[config.mk]
export PLATFORM = sky130hd
export DESIGN_NAME = reo_override_bank
export DESIGN_NICKNAME = d
export VERILOG_FILES = /design/src/reo_pkg.sv /design/src/reo_rail_gate.sv /design/src/reo_override_bank.sv
export SDC_FILE = /design/constraint.sdc
export NUM_CORES = 1
export LEC_CHECK = 0
export BUFFER_PORTS_ARGS = -buffer_cell sky130_fd_sc_hd__clkbuf_2
export CORE_UTILIZATION = 42
export CTS_BUF_LIST = sky130_fd_sc_hd__clkbuf_4
export DETAILED_ROUTE_END_ITERATION = 12
export HOLD_SLACK_MARGIN = 0.15
export PLACE_DENSITY = 0.81
export RECOVER_POWER = 100
export SETUP_SLACK_MARGIN = 0.5
export SLEW_MARGIN = 20
export SYNTH_ARGS = -nofsm -noshare
export SYNTH_HDL_FRONTEND = slang
export SYNTH_SLANG_ARGS = --single-unit
[constraint.sdc]
create_clock -name clock -period 0.9 [get_ports clock]
set_input_delay 0.09 -clock clock [delete_from_list [all_inputs] [get_ports clock]]
set_output_delay 0.09 -clock clock [all_outputs]
set_load 0.005 [all_outputs]
[src/reo_pkg.sv]
// Constants and types for the rail force-on override register bank.
// Assumes a register access port from the device's serial slave, one clock.
package reo_pkg;
  localparam logic [7:0] REO_OVERRIDE_OFFSET = 8'hA0;   // Register address
  localparam logic [7:0] REO_OVERRIDE_RESET  = 8'h00;   // Default variant reset
  localparam int         REO_RAILS           = 8;       // Rails per register
  localparam int         REO_BIT_LDO_A2      = 7;       // Field positions
  localparam int         REO_BIT_SWITCH_A1   = 6;
  localparam int         REO_BIT_STEP_6      = 5;
  localparam int         REO_BIT_STEP_5      = 4;
  localparam int         REO_BIT_STEP_4      = 3;
  localparam int         REO_BIT_STEP_3      = 2;
  localparam int         REO_BIT_STEP_2      = 1;
  localparam int         REO_BIT_STEP_1      = 0;

  // One register access from the serial slave
  typedef struct packed {
    logic       write;   // Write strobe, one cycle
    logic       read;    // Read strobe, one cycle
    logic [7:0] addr;    // Register offset
    logic [7:0] wdata;   // Write data
  } reo_req_t;

  // Read answer back to the serial slave
  typedef struct packed {
    logic       valid;   // One-cycle pulse
    logic       hit;     // Address matched this bank
    logic [7:0] rdata;   // Read data, zero on miss
  } reo_rsp_t;
endpackage : reo_pkg

[src/reo_rail_gate.sv]
// Registered per-rail enable gate for a vector of rails.
// Assumes all inputs are synchronous to clock.
`timescale 1ns/100ps
module reo_rail_gate
  import reo_pkg::*;
#(
  parameter int WIDTH = REO_RAILS            // Number of rails gated
)
(
  input  wire logic             clock,
  input  wire logic             rst,
  input  wire logic [WIDTH-1:0] kill_n,      // Low turns the rail off
  input  wire logic [WIDTH-1:0] force_on,    // High forces the rail on
  input  wire logic [WIDTH-1:0] seq_enable,  // Pin or power-good sequencing
  output logic      [WIDTH-1:0] rail_enable  // Registered rail enable
);
  // Refuse a gate without rails while elaborating, not at run time
  if (WIDTH < 1)
  begin : g_width_check
    $error("reo_rail_gate: WIDTH must be positive");
  end

  // Kill dominates both override and sequencing; one register stage
  always_ff @(posedge clock or posedge rst)
  begin
    if (rst)
      rail_enable <= '0;
    else
      rail_enable <= kill_n & (force_on | seq_enable);
  end

  // A low kill bit must leave the rail off on the following edge
  kill_wins_a: assert property (@(posedge clock) disable iff (rst)
    (kill_n != '1) |=> ((rail_enable & ~$past(kill_n)) == '0))
    else $error("rail on despite kill bit");
endmodule : reo_rail_gate

[src/reo_override_bank.sv]
// Rail force-on override register and the rail enables it steers.
// Assumes a register port from the serial slave on the same clock, and kill
// and sequencing inputs from logic on the same clock.
`timescale 1ns/100ps
module reo_override_bank
  import reo_pkg::*;
#(
  parameter logic [7:0] RESET_VALUE = REO_OVERRIDE_RESET  // Variant reset
)
(
  input  wire logic       clock,
  input  wire logic       rst,
  input  wire reo_req_t   req,            // Register access request
  output reo_rsp_t        rsp,            // Registered answer
  input  wire logic [7:0] kill_n,         // Per-rail kill bits, low = off
  input  wire logic [7:0] seq_enable,     // Pin or power-good enables
  output logic      [7:0] override_state, // Register contents, for fabric
  output logic      [7:0] rail_enable     // Registered rail enables
);
  logic [7:0] rail_force_on_override_1;   // The override register
  logic       addr_hit;                   // Access addresses this bank

  // Named fields of the override register, one bit per rail; positions
  // come from the package so software and the gate agree on the map
  logic       ldo_rail_a2_force_on;       // Bit 7, LDO rail A2
  logic       load_switch_a1_force_on;    // Bit 6, load switch A1
  logic       step_down_6_force_on;       // Bit 5, step-down rail 6
  logic       step_down_5_force_on;       // Bit 4, step-down rail 5
  logic       step_down_4_force_on;       // Bit 3, step-down rail 4
  logic       step_down_3_force_on;       // Bit 2, step-down rail 3
  logic       step_down_2_force_on;       // Bit 1, step-down rail 2
  logic       step_down_1_force_on;       // Bit 0, step-down rail 1
  // Per-rail kill inputs by name; low turns the rail off whatever is asked
  logic       ldo_rail_a2_kill_n;         // LDO rail A2
  logic       load_switch_a1_kill_n;      // Load switch A1
  logic       step_down_6_kill_n;         // Step-down rail 6
  logic       step_down_5_kill_n;         // Step-down rail 5
  logic       step_down_4_kill_n;         // Step-down rail 4
  logic       step_down_3_kill_n;         // Step-down rail 3
  logic       step_down_2_kill_n;         // Step-down rail 2
  logic       step_down_1_kill_n;         // Step-down rail 1

  // Decode of the single offset
  always_comb
  begin
    if (req.addr == REO_OVERRIDE_OFFSET)
      addr_hit = 1'b1;
    else
      addr_hit = 1'b0;
  end

  // Split the register and the kill vector into per-rail names. Pure
  // wiring: the gate still works on whole vectors, so no extra stage.
  always_comb
  begin
    ldo_rail_a2_force_on    = rail_force_on_override_1[REO_BIT_LDO_A2];
    load_switch_a1_force_on = rail_force_on_override_1[REO_BIT_SWITCH_A1];
    step_down_6_force_on    = rail_force_on_override_1[REO_BIT_STEP_6];
    step_down_5_force_on    = rail_force_on_override_1[REO_BIT_STEP_5];
    step_down_4_force_on    = rail_force_on_override_1[REO_BIT_STEP_4];
    step_down_3_force_on    = rail_force_on_override_1[REO_BIT_STEP_3];
    step_down_2_force_on    = rail_force_on_override_1[REO_BIT_STEP_2];
    step_down_1_force_on    = rail_force_on_override_1[REO_BIT_STEP_1];
    ldo_rail_a2_kill_n      = kill_n[REO_BIT_LDO_A2];
    load_switch_a1_kill_n   = kill_n[REO_BIT_SWITCH_A1];
    step_down_6_kill_n      = kill_n[REO_BIT_STEP_6];
    step_down_5_kill_n      = kill_n[REO_BIT_STEP_5];
    step_down_4_kill_n      = kill_n[REO_BIT_STEP_4];
    step_down_3_kill_n      = kill_n[REO_BIT_STEP_3];
    step_down_2_kill_n      = kill_n[REO_BIT_STEP_2];
    step_down_1_kill_n      = kill_n[REO_BIT_STEP_1];
  end

  // Register write; reset value per variant, all bits read-write
  always_ff @(posedge clock or posedge rst)
  begin
    if (rst)
      rail_force_on_override_1 <= RESET_VALUE;
    else if (req.write && addr_hit)
      rail_force_on_override_1 <= req.wdata;
  end

  // Read answer: one cycle after the strobe, zero data on a miss
  always_ff @(posedge clock or posedge rst)
  begin
    if (rst)
      rsp <= '0;
    else
    begin
      rsp.valid <= req.read;
      rsp.hit   <= req.read && addr_hit;
      rsp.rdata <= (req.read && addr_hit) ? rail_force_on_override_1 : 8'h00;
    end
  end

  // Register mirror so every output leaves a flip-flop
  always_ff @(posedge clock or posedge rst)
  begin
    if (rst)
      override_state <= RESET_VALUE;
    else if (req.write && addr_hit)
      override_state <= req.wdata;
  end

  // Each bit position maps one rail: 7 LDO A2, 6 switch A1, 5..0 step-down
  // 6..1. The gate keeps the kill dominant over force and pins.
  reo_rail_gate #(
    .WIDTH       (REO_RAILS)
  ) u_gate (
    .clock       (clock),
    .rst         (rst),
    .kill_n      (kill_n),
    .force_on    (rail_force_on_override_1),
    .seq_enable  (seq_enable),
    .rail_enable (rail_enable)
  );

  // Written data reaches the register on the next edge
  write_lands_a: assert property (@(posedge clock) disable iff (rst)
    (req.write && req.addr == REO_OVERRIDE_OFFSET) |=>
      rail_force_on_override_1 == $past(req.wdata))
    else $error("override write lost");
  // Readback returns the stored value
  read_back_a: assert property (@(posedge clock) disable iff (rst)
    (req.read && !req.write && req.addr == REO_OVERRIDE_OFFSET) |=>
      (rsp.valid && rsp.rdata == rail_force_on_override_1))
    else $error("override readback wrong");
  // A read of the override offset reports a hit
  read_hit_a: assert property (@(posedge clock) disable iff (rst)
    (req.read && req.addr == REO_OVERRIDE_OFFSET) |=> (rsp.valid && rsp.hit))
    else $error("override read without hit");
  // A read elsewhere still answers, but with no hit and zero data
  miss_read_a: assert property (@(posedge clock) disable iff (rst)
    (req.read && req.addr != REO_OVERRIDE_OFFSET) |=>
      (rsp.valid && !rsp.hit && rsp.rdata == 8'h00))
    else $error("miss read answered wrongly");
  // A write elsewhere must leave the register alone
  miss_write_a: assert property (@(posedge clock) disable iff (rst)
    (req.write && req.addr != REO_OVERRIDE_OFFSET) |=>
      $stable(rail_force_on_override_1))
    else $error("miss write changed override");
  // The answer stands one cycle only: no strobe, no answer
  answer_quiet_a: assert property (@(posedge clock) disable iff (rst)
    !req.read |=> (!rsp.valid && !rsp.hit && rsp.rdata == 8'h00))
    else $error("answer without read strobe");
  // LDO A2 forced on when kill bit high
  ldo_forced_a: assert property (@(posedge clock) disable iff (rst)
    (rail_force_on_override_1[REO_BIT_LDO_A2] && kill_n[REO_BIT_LDO_A2])
      |=> rail_enable[REO_BIT_LDO_A2])
    else $error("LDO A2 not forced on");
  // Load switch A1 forced on
  switch_forced_a: assert property (@(posedge clock) disable iff (rst)
    (rail_force_on_override_1[REO_BIT_SWITCH_A1] && kill_n[REO_BIT_SWITCH_A1])
      |=> rail_enable[REO_BIT_SWITCH_A1])
    else $error("switch A1 not forced on");
  // Step-down 6 forced on
  step6_forced_a: assert property (@(posedge clock) disable iff (rst)
    (rail_force_on_override_1[REO_BIT_STEP_6] && kill_n[REO_BIT_STEP_6])
      |=> rail_enable[REO_BIT_STEP_6])
    else $error("step-down 6 not forced on");
  // Step-down 5 forced on
  step5_forced_a: assert property (@(posedge clock) disable iff (rst)
    (rail_force_on_override_1[REO_BIT_STEP_5] && kill_n[REO_BIT_STEP_5])
      |=> rail_enable[REO_BIT_STEP_5])
    else $error("step-down 5 not forced on");
  // Step-down 4 forced on
  step4_forced_a: assert property (@(posedge clock) disable iff (rst)
    (rail_force_on_override_1[REO_BIT_STEP_4] && kill_n[REO_BIT_STEP_4])
      |=> rail_enable[REO_BIT_STEP_4])
    else $error("step-down 4 not forced on");
  // Step-down 3 forced on
  step3_forced_a: assert property (@(posedge clock) disable iff (rst)
    (rail_force_on_override_1[REO_BIT_STEP_3] && kill_n[REO_BIT_STEP_3])
      |=> rail_enable[REO_BIT_STEP_3])
    else $error("step-down 3 not forced on");
  // Step-down 2 forced on
  step2_forced_a: assert property (@(posedge clock) disable iff (rst)
    (rail_force_on_override_1[REO_BIT_STEP_2] && kill_n[REO_BIT_STEP_2])
      |=> rail_enable[REO_BIT_STEP_2])
    else $error("step-down 2 not forced on");
  // Step-down 1 forced on
  step1_forced_a: assert property (@(posedge clock) disable iff (rst)
    (rail_force_on_override_1[REO_BIT_STEP_1] && kill_n[REO_BIT_STEP_1])
      |=> rail_enable[REO_BIT_STEP_1])
    else $error("step-down 1 not forced on");
  // With its override clear and kill high, each rail tracks sequencing;
  // this is the half of each bit's rule that the forced checks miss
  ldo_follows_a: assert property (@(posedge clock) disable iff (rst)
    (!ldo_rail_a2_force_on && ldo_rail_a2_kill_n)
      |=> rail_enable[REO_BIT_LDO_A2] == $past(seq_enable[REO_BIT_LDO_A2]))
    else $error("LDO A2 not following sequencing");
  // Load switch A1 follows sequencing when not forced
  switch_follows_a: assert property (@(posedge clock) disable iff (rst)
    (!load_switch_a1_force_on && load_switch_a1_kill_n)
      |=> rail_enable[REO_BIT_SWITCH_A1] == $past(seq_enable[REO_BIT_SWITCH_A1]))
    else $error("switch A1 not following sequencing");
  // Step-down 6 follows sequencing when not forced
  step6_follows_a: assert property (@(posedge clock) disable iff (rst)
    (!step_down_6_force_on && step_down_6_kill_n)
      |=> rail_enable[REO_BIT_STEP_6] == $past(seq_enable[REO_BIT_STEP_6]))
    else $error("step-down 6 not following sequencing");
  // Step-down 5 follows sequencing when not forced
  step5_follows_a: assert property (@(posedge clock) disable iff (rst)
    (!step_down_5_force_on && step_down_5_kill_n)
      |=> rail_enable[REO_BIT_STEP_5] == $past(seq_enable[REO_BIT_STEP_5]))
    else $error("step-down 5 not following sequencing");
  // Step-down 4 follows sequencing when not forced
  step4_follows_a: assert property (@(posedge clock) disable iff (rst)
    (!step_down_4_force_on && step_down_4_kill_n)
      |=> rail_enable[REO_BIT_STEP_4] == $past(seq_enable[REO_BIT_STEP_4]))
    else $error("step-down 4 not following sequencing");
  // Step-down 3 follows sequencing when not forced
  step3_follows_a: assert property (@(posedge clock) disable iff (rst)
    (!step_down_3_force_on && step_down_3_kill_n)
      |=> rail_enable[REO_BIT_STEP_3] == $past(seq_enable[REO_BIT_STEP_3]))
    else $error("step-down 3 not following sequencing");
  // Step-down 2 follows sequencing when not forced
  step2_follows_a: assert property (@(posedge clock) disable iff (rst)
    (!step_down_2_force_on && step_down_2_kill_n)
      |=> rail_enable[REO_BIT_STEP_2] == $past(seq_enable[REO_BIT_STEP_2]))
    else $error("step-down 2 not following sequencing");
  // Step-down 1 follows sequencing when not forced
  step1_follows_a: assert property (@(posedge clock) disable iff (rst)
    (!step_down_1_force_on && step_down_1_kill_n)
      |=> rail_enable[REO_BIT_STEP_1] == $past(seq_enable[REO_BIT_STEP_1]))
    else $error("step-down 1 not following sequencing");
  // Each rail is its past kill bit AND (past override bit OR past sequencing)
  seq_follow_a: assert property (@(posedge clock) disable iff (rst)
    1'b1 |=> rail_enable == ($past(kill_n) &
      ($past(rail_force_on_override_1) | $past(seq_enable))))
    else $error("rail enable equation broken");
endmodule : reo_override_bank

==> summary.txt <==
Synthesis
  • Synthesis Warnings: 0
  • Netlist cell types: 10
  • Synth Area in XOR/XNOR: 0
  • Mean Syn Cell Area: 16.4 µm²
  • Synth Area in Simple Gates: 0.117
  • Main combinational cell family by area after synthesis: simple AND/OR/NAND/NOR gates
  • Mapped Area: 917 µm²
  • Mux share of post-synthesis cell area: 0.0982
  • Syn_nets: 92
  • Adder-cell share of the synthesized area: 0
  • #FFs+latches synth: 26
  • Post-synthesis compound-gate area fraction: 0.0655
  • Post-synthesis sequential area ratio: 0.709
  • Gate Count Post-Synth: 56

Clocking
  • Clock Latency Late Sink: 0.31 ns
  • Clock Root Buffer: clkbuf_4
  • TritonCTS buffer count: 3
  • Max clock buf depth: 2
  • CTS tree: done
  • Clock slew seen by the registers of the worst setup and hold paths: 0.12 ns
  • H-Tree Depth: 1
  • Clk sink count: 26

Hold path
  • Min-delay worst type: in2async

Pwr
  • Total chip power: 1.91 mW
  • Sequential Power Share: 0.640
  • P_sw: 416 µW
  • PD cells: 1400 nW/µm²
  • Leakage: 0.775 nW
  • Clock power frac: 0.241
  • Switching share of power: 0.218
  • Logic pwr share: 0.119
  • VDD IR-drop max: 1060 µV
  • P_int: 1.49 mW

STA
  • Max Clock Freq: 1.07 GHz
  • Worst Tran Pin Value: 1.06 ns
  • Final worst slack: -0.0387 ns
  • RSZ-0062 raised after global routing: true
  • Final Hold Fails: 35
  • Final Max Tran Viols: 0
  • Final hold slack: -0.0619 ns
  • Worst slew margin: 0.288
  • Post-route minimum period: 0.939 ns
  • Setup violators final: 11
  • Tcrit/Tclk final: 1.04
  • Clock Skew: 0.00205 ns

Final layout
  • Commonest non-fill, non-tap cell in the layout: clkbuf_2
  • Diodes inserted: 0
  • Layout cells sized above 1: 0.620
  • Area delta synth->final: 48.4%
  • Final Non-Filler Cells: 156
  • Most frequent cells in the layout: clkbuf_2 (58), dfrtp_1 (26), clkbuf_1 (10), o21a_1 (8), mux2_4 (6)
  • Final #Nets: 167

Setup path
  • WS Path Type: reg2out
  • Largest delay contributor family on the critical path: flip-flops
  • Buf/Inv on CP: 1
  • Worst R2R Path Depth: 2
  • WP data required: 0.81 ns
  • Max incr delay on CP: 0.42 ns
  • Worst path depth: 1
  • FF-to-FF setup slack: -0.01 ns
  • Max stage delay cell, worst path: dfrtp_1
  • Worst EP arrival: 0.85 ns
  • Worst r2r src: override_state[5]$_DFFE_PP0P_
  • Reg2Reg Capture Point: override_state[5]$_DFFE_PP0P_
  • Cell chain of the critical path: clkbuf_2
  • CP Max Fanout: 2
  • CP endpoint kind: primary output
  • Startpoint Class: flop

Global route
  • Initial antenna violation count: 0
  • Met3 usage: 0.00943
  • Total GRT Usage: 0.187
  • First-pass GRT wire length: 3190 µm
  • Most Crowded Layer GR: met2
  • Vias in the first global route: 738
  • Grt ovf: 0
  • M1 GR Usage: 0.213
  • Pin count of the biggest net entering global routing: 27
  • M2 GR Usage: 0.340

Placed design
  • Pre-CTS setup slack: -0.255 ns
  • Cells after DPL: 143
  • PortBufs: 61
  • Gpl congestion: 0.626
  • DP Wirelength: 1430 µm

Floorplanning
  • Core Footprint: 2000 µm²
  • Die Wd: 48.7 µm
  • Die area: 2370 µm²
  • I/O Pins: 62
  • Die H: 48.7 µm
  • Site row count: 16
  • Initial core utilization: 0.458

Flow run
  • Max_cap viols: 0

Routing
  • Wire per inst: 13.7 µm
  • DR vias/cell: 4.67
  • DR vias: 729
  • Detailed Route WL: 2140 µm
  • Routed Antenna Nets: 0
  • Initial DRC Count: 6
  • DRC: 0
  • Drt first pass iters: 4

Status
  • Status: finished with violations
  • Failing checks: negative hold slack, negative setup slack
-- power by group through the flow --
| stage | Sequential [mW] | Clock [mW] | Combinational, mW |
|---|---|---|---|
| 2_1_floorplan | 1.25 | 0 | 0.0583 |
| 3_3_place_gp | 1.25 | 0 | 0.186 |
| 3_5_place_dp | 1.25 | 0 | 0.191 |
| 4_1_cts | 1.22 | 0.473 | 0.244 |
| 5_1_grt | 1.22 | 0.527 | 0.251 |
| 6_report | 1.22 | 0.460 | 0.226 |
-- flip-flops by register name, summed over array words and instances (netlist names) --
register / count
rsp: 10
u_gate.rail_enable: 8
override_state: 8
-- cells by family (layout without fill, tap and decap cells) --
logic type             after synthesis  count (layout)
AND/OR/NAND/NOR                     12              13
multiplexers                         8               8
flip-flops                          26              26
buffers and inverters                2              74
AO/OA/AOI/OAI                        8               8
-- repair_timing --
| item | 4_1_cts | 5_1_grt |
|---|---|---|
| buffers inserted | 8 | 1 |
| cloned | 0 | 1 |
| pin swaps | 3 | 4 |
| gates resized for setup | 19 | 6 |
| hold endpoints to repair | 44 | 44 |
| setup endpoints to repair | 51 | 51 |
-- through the flow --
step / TNS, ns / hold WS [ns] / area, µm² / utilization
6_report: -0.142 / -0.0619 / 1360 / 0.680
5_1_grt: -1.35 / -0.0736 / 1360 / 0.680
4_1_cts: -0.338 / -0.192 / 1400 / 0.699
3_5_place_dp: -3.61 / 0.157 / 1250 / 0.627
3_3_place_gp: -3.11 / 0.148 / 1250 / 0.627
2_1_floorplan: -0.429 / -0.0194 / 921 / -
-- cell usage after synthesis (all sizes together) --
| cell type | instances | share of area |
|---|---|---|
| nand3 | 1 | 0.019 |
| mux2 | 8 | 0.098 |
| and4bb | 1 | 0.014 |
| dfrtp | 26 | 0.71 |
| o21a | 8 | 0.065 |
| and3 | 1 | 0.0068 |
| inv | 1 | 0.0041 |
| buf | 1 | 0.0055 |
| and2 | 8 | 0.055 |
| nor4 | 1 | 0.023 |
-- final cells by class --
type                       instances  area (µm²)
sequential                        26         651
fill                             157         641
timing repair buffer              70         350
multi-input combinational         29         299
tap                               27        33.8
clock buffer                       3        22.5
inverter                           1        5.00
-- layer usage --
layer  vias to the layer above  wire (µm)  part of all wire
li1                        339          -                 -
met3                         4        111             0.052
met2                        42       1130              0.53
met5                         -          0                 0
met1                       344        854              0.40
met4                         0         42             0.020
-- worst max path at each step --
stage,from,endpoint,slack [ns]
after floorplan,req[9],override_state[0]$_DFFE_PP0P_,-0.05
after global placement,req[9],override_state[3]$_DFFE_PP0P_,-0.23
after detailed placement,req[9],override_state[4]$_DFFE_PP0P_,-0.25
final,override_state[7]$_DFFE_PP0P_,override_state[7],-0.04
after CTS,rsp[5]$_DFF_PP0_,rsp[5],-0.04
after global routing,override_state[7]$_DFFE_PP0P_,override_state[7],-0.09
No activity file was read; power rests on OpenSTA's default activity.
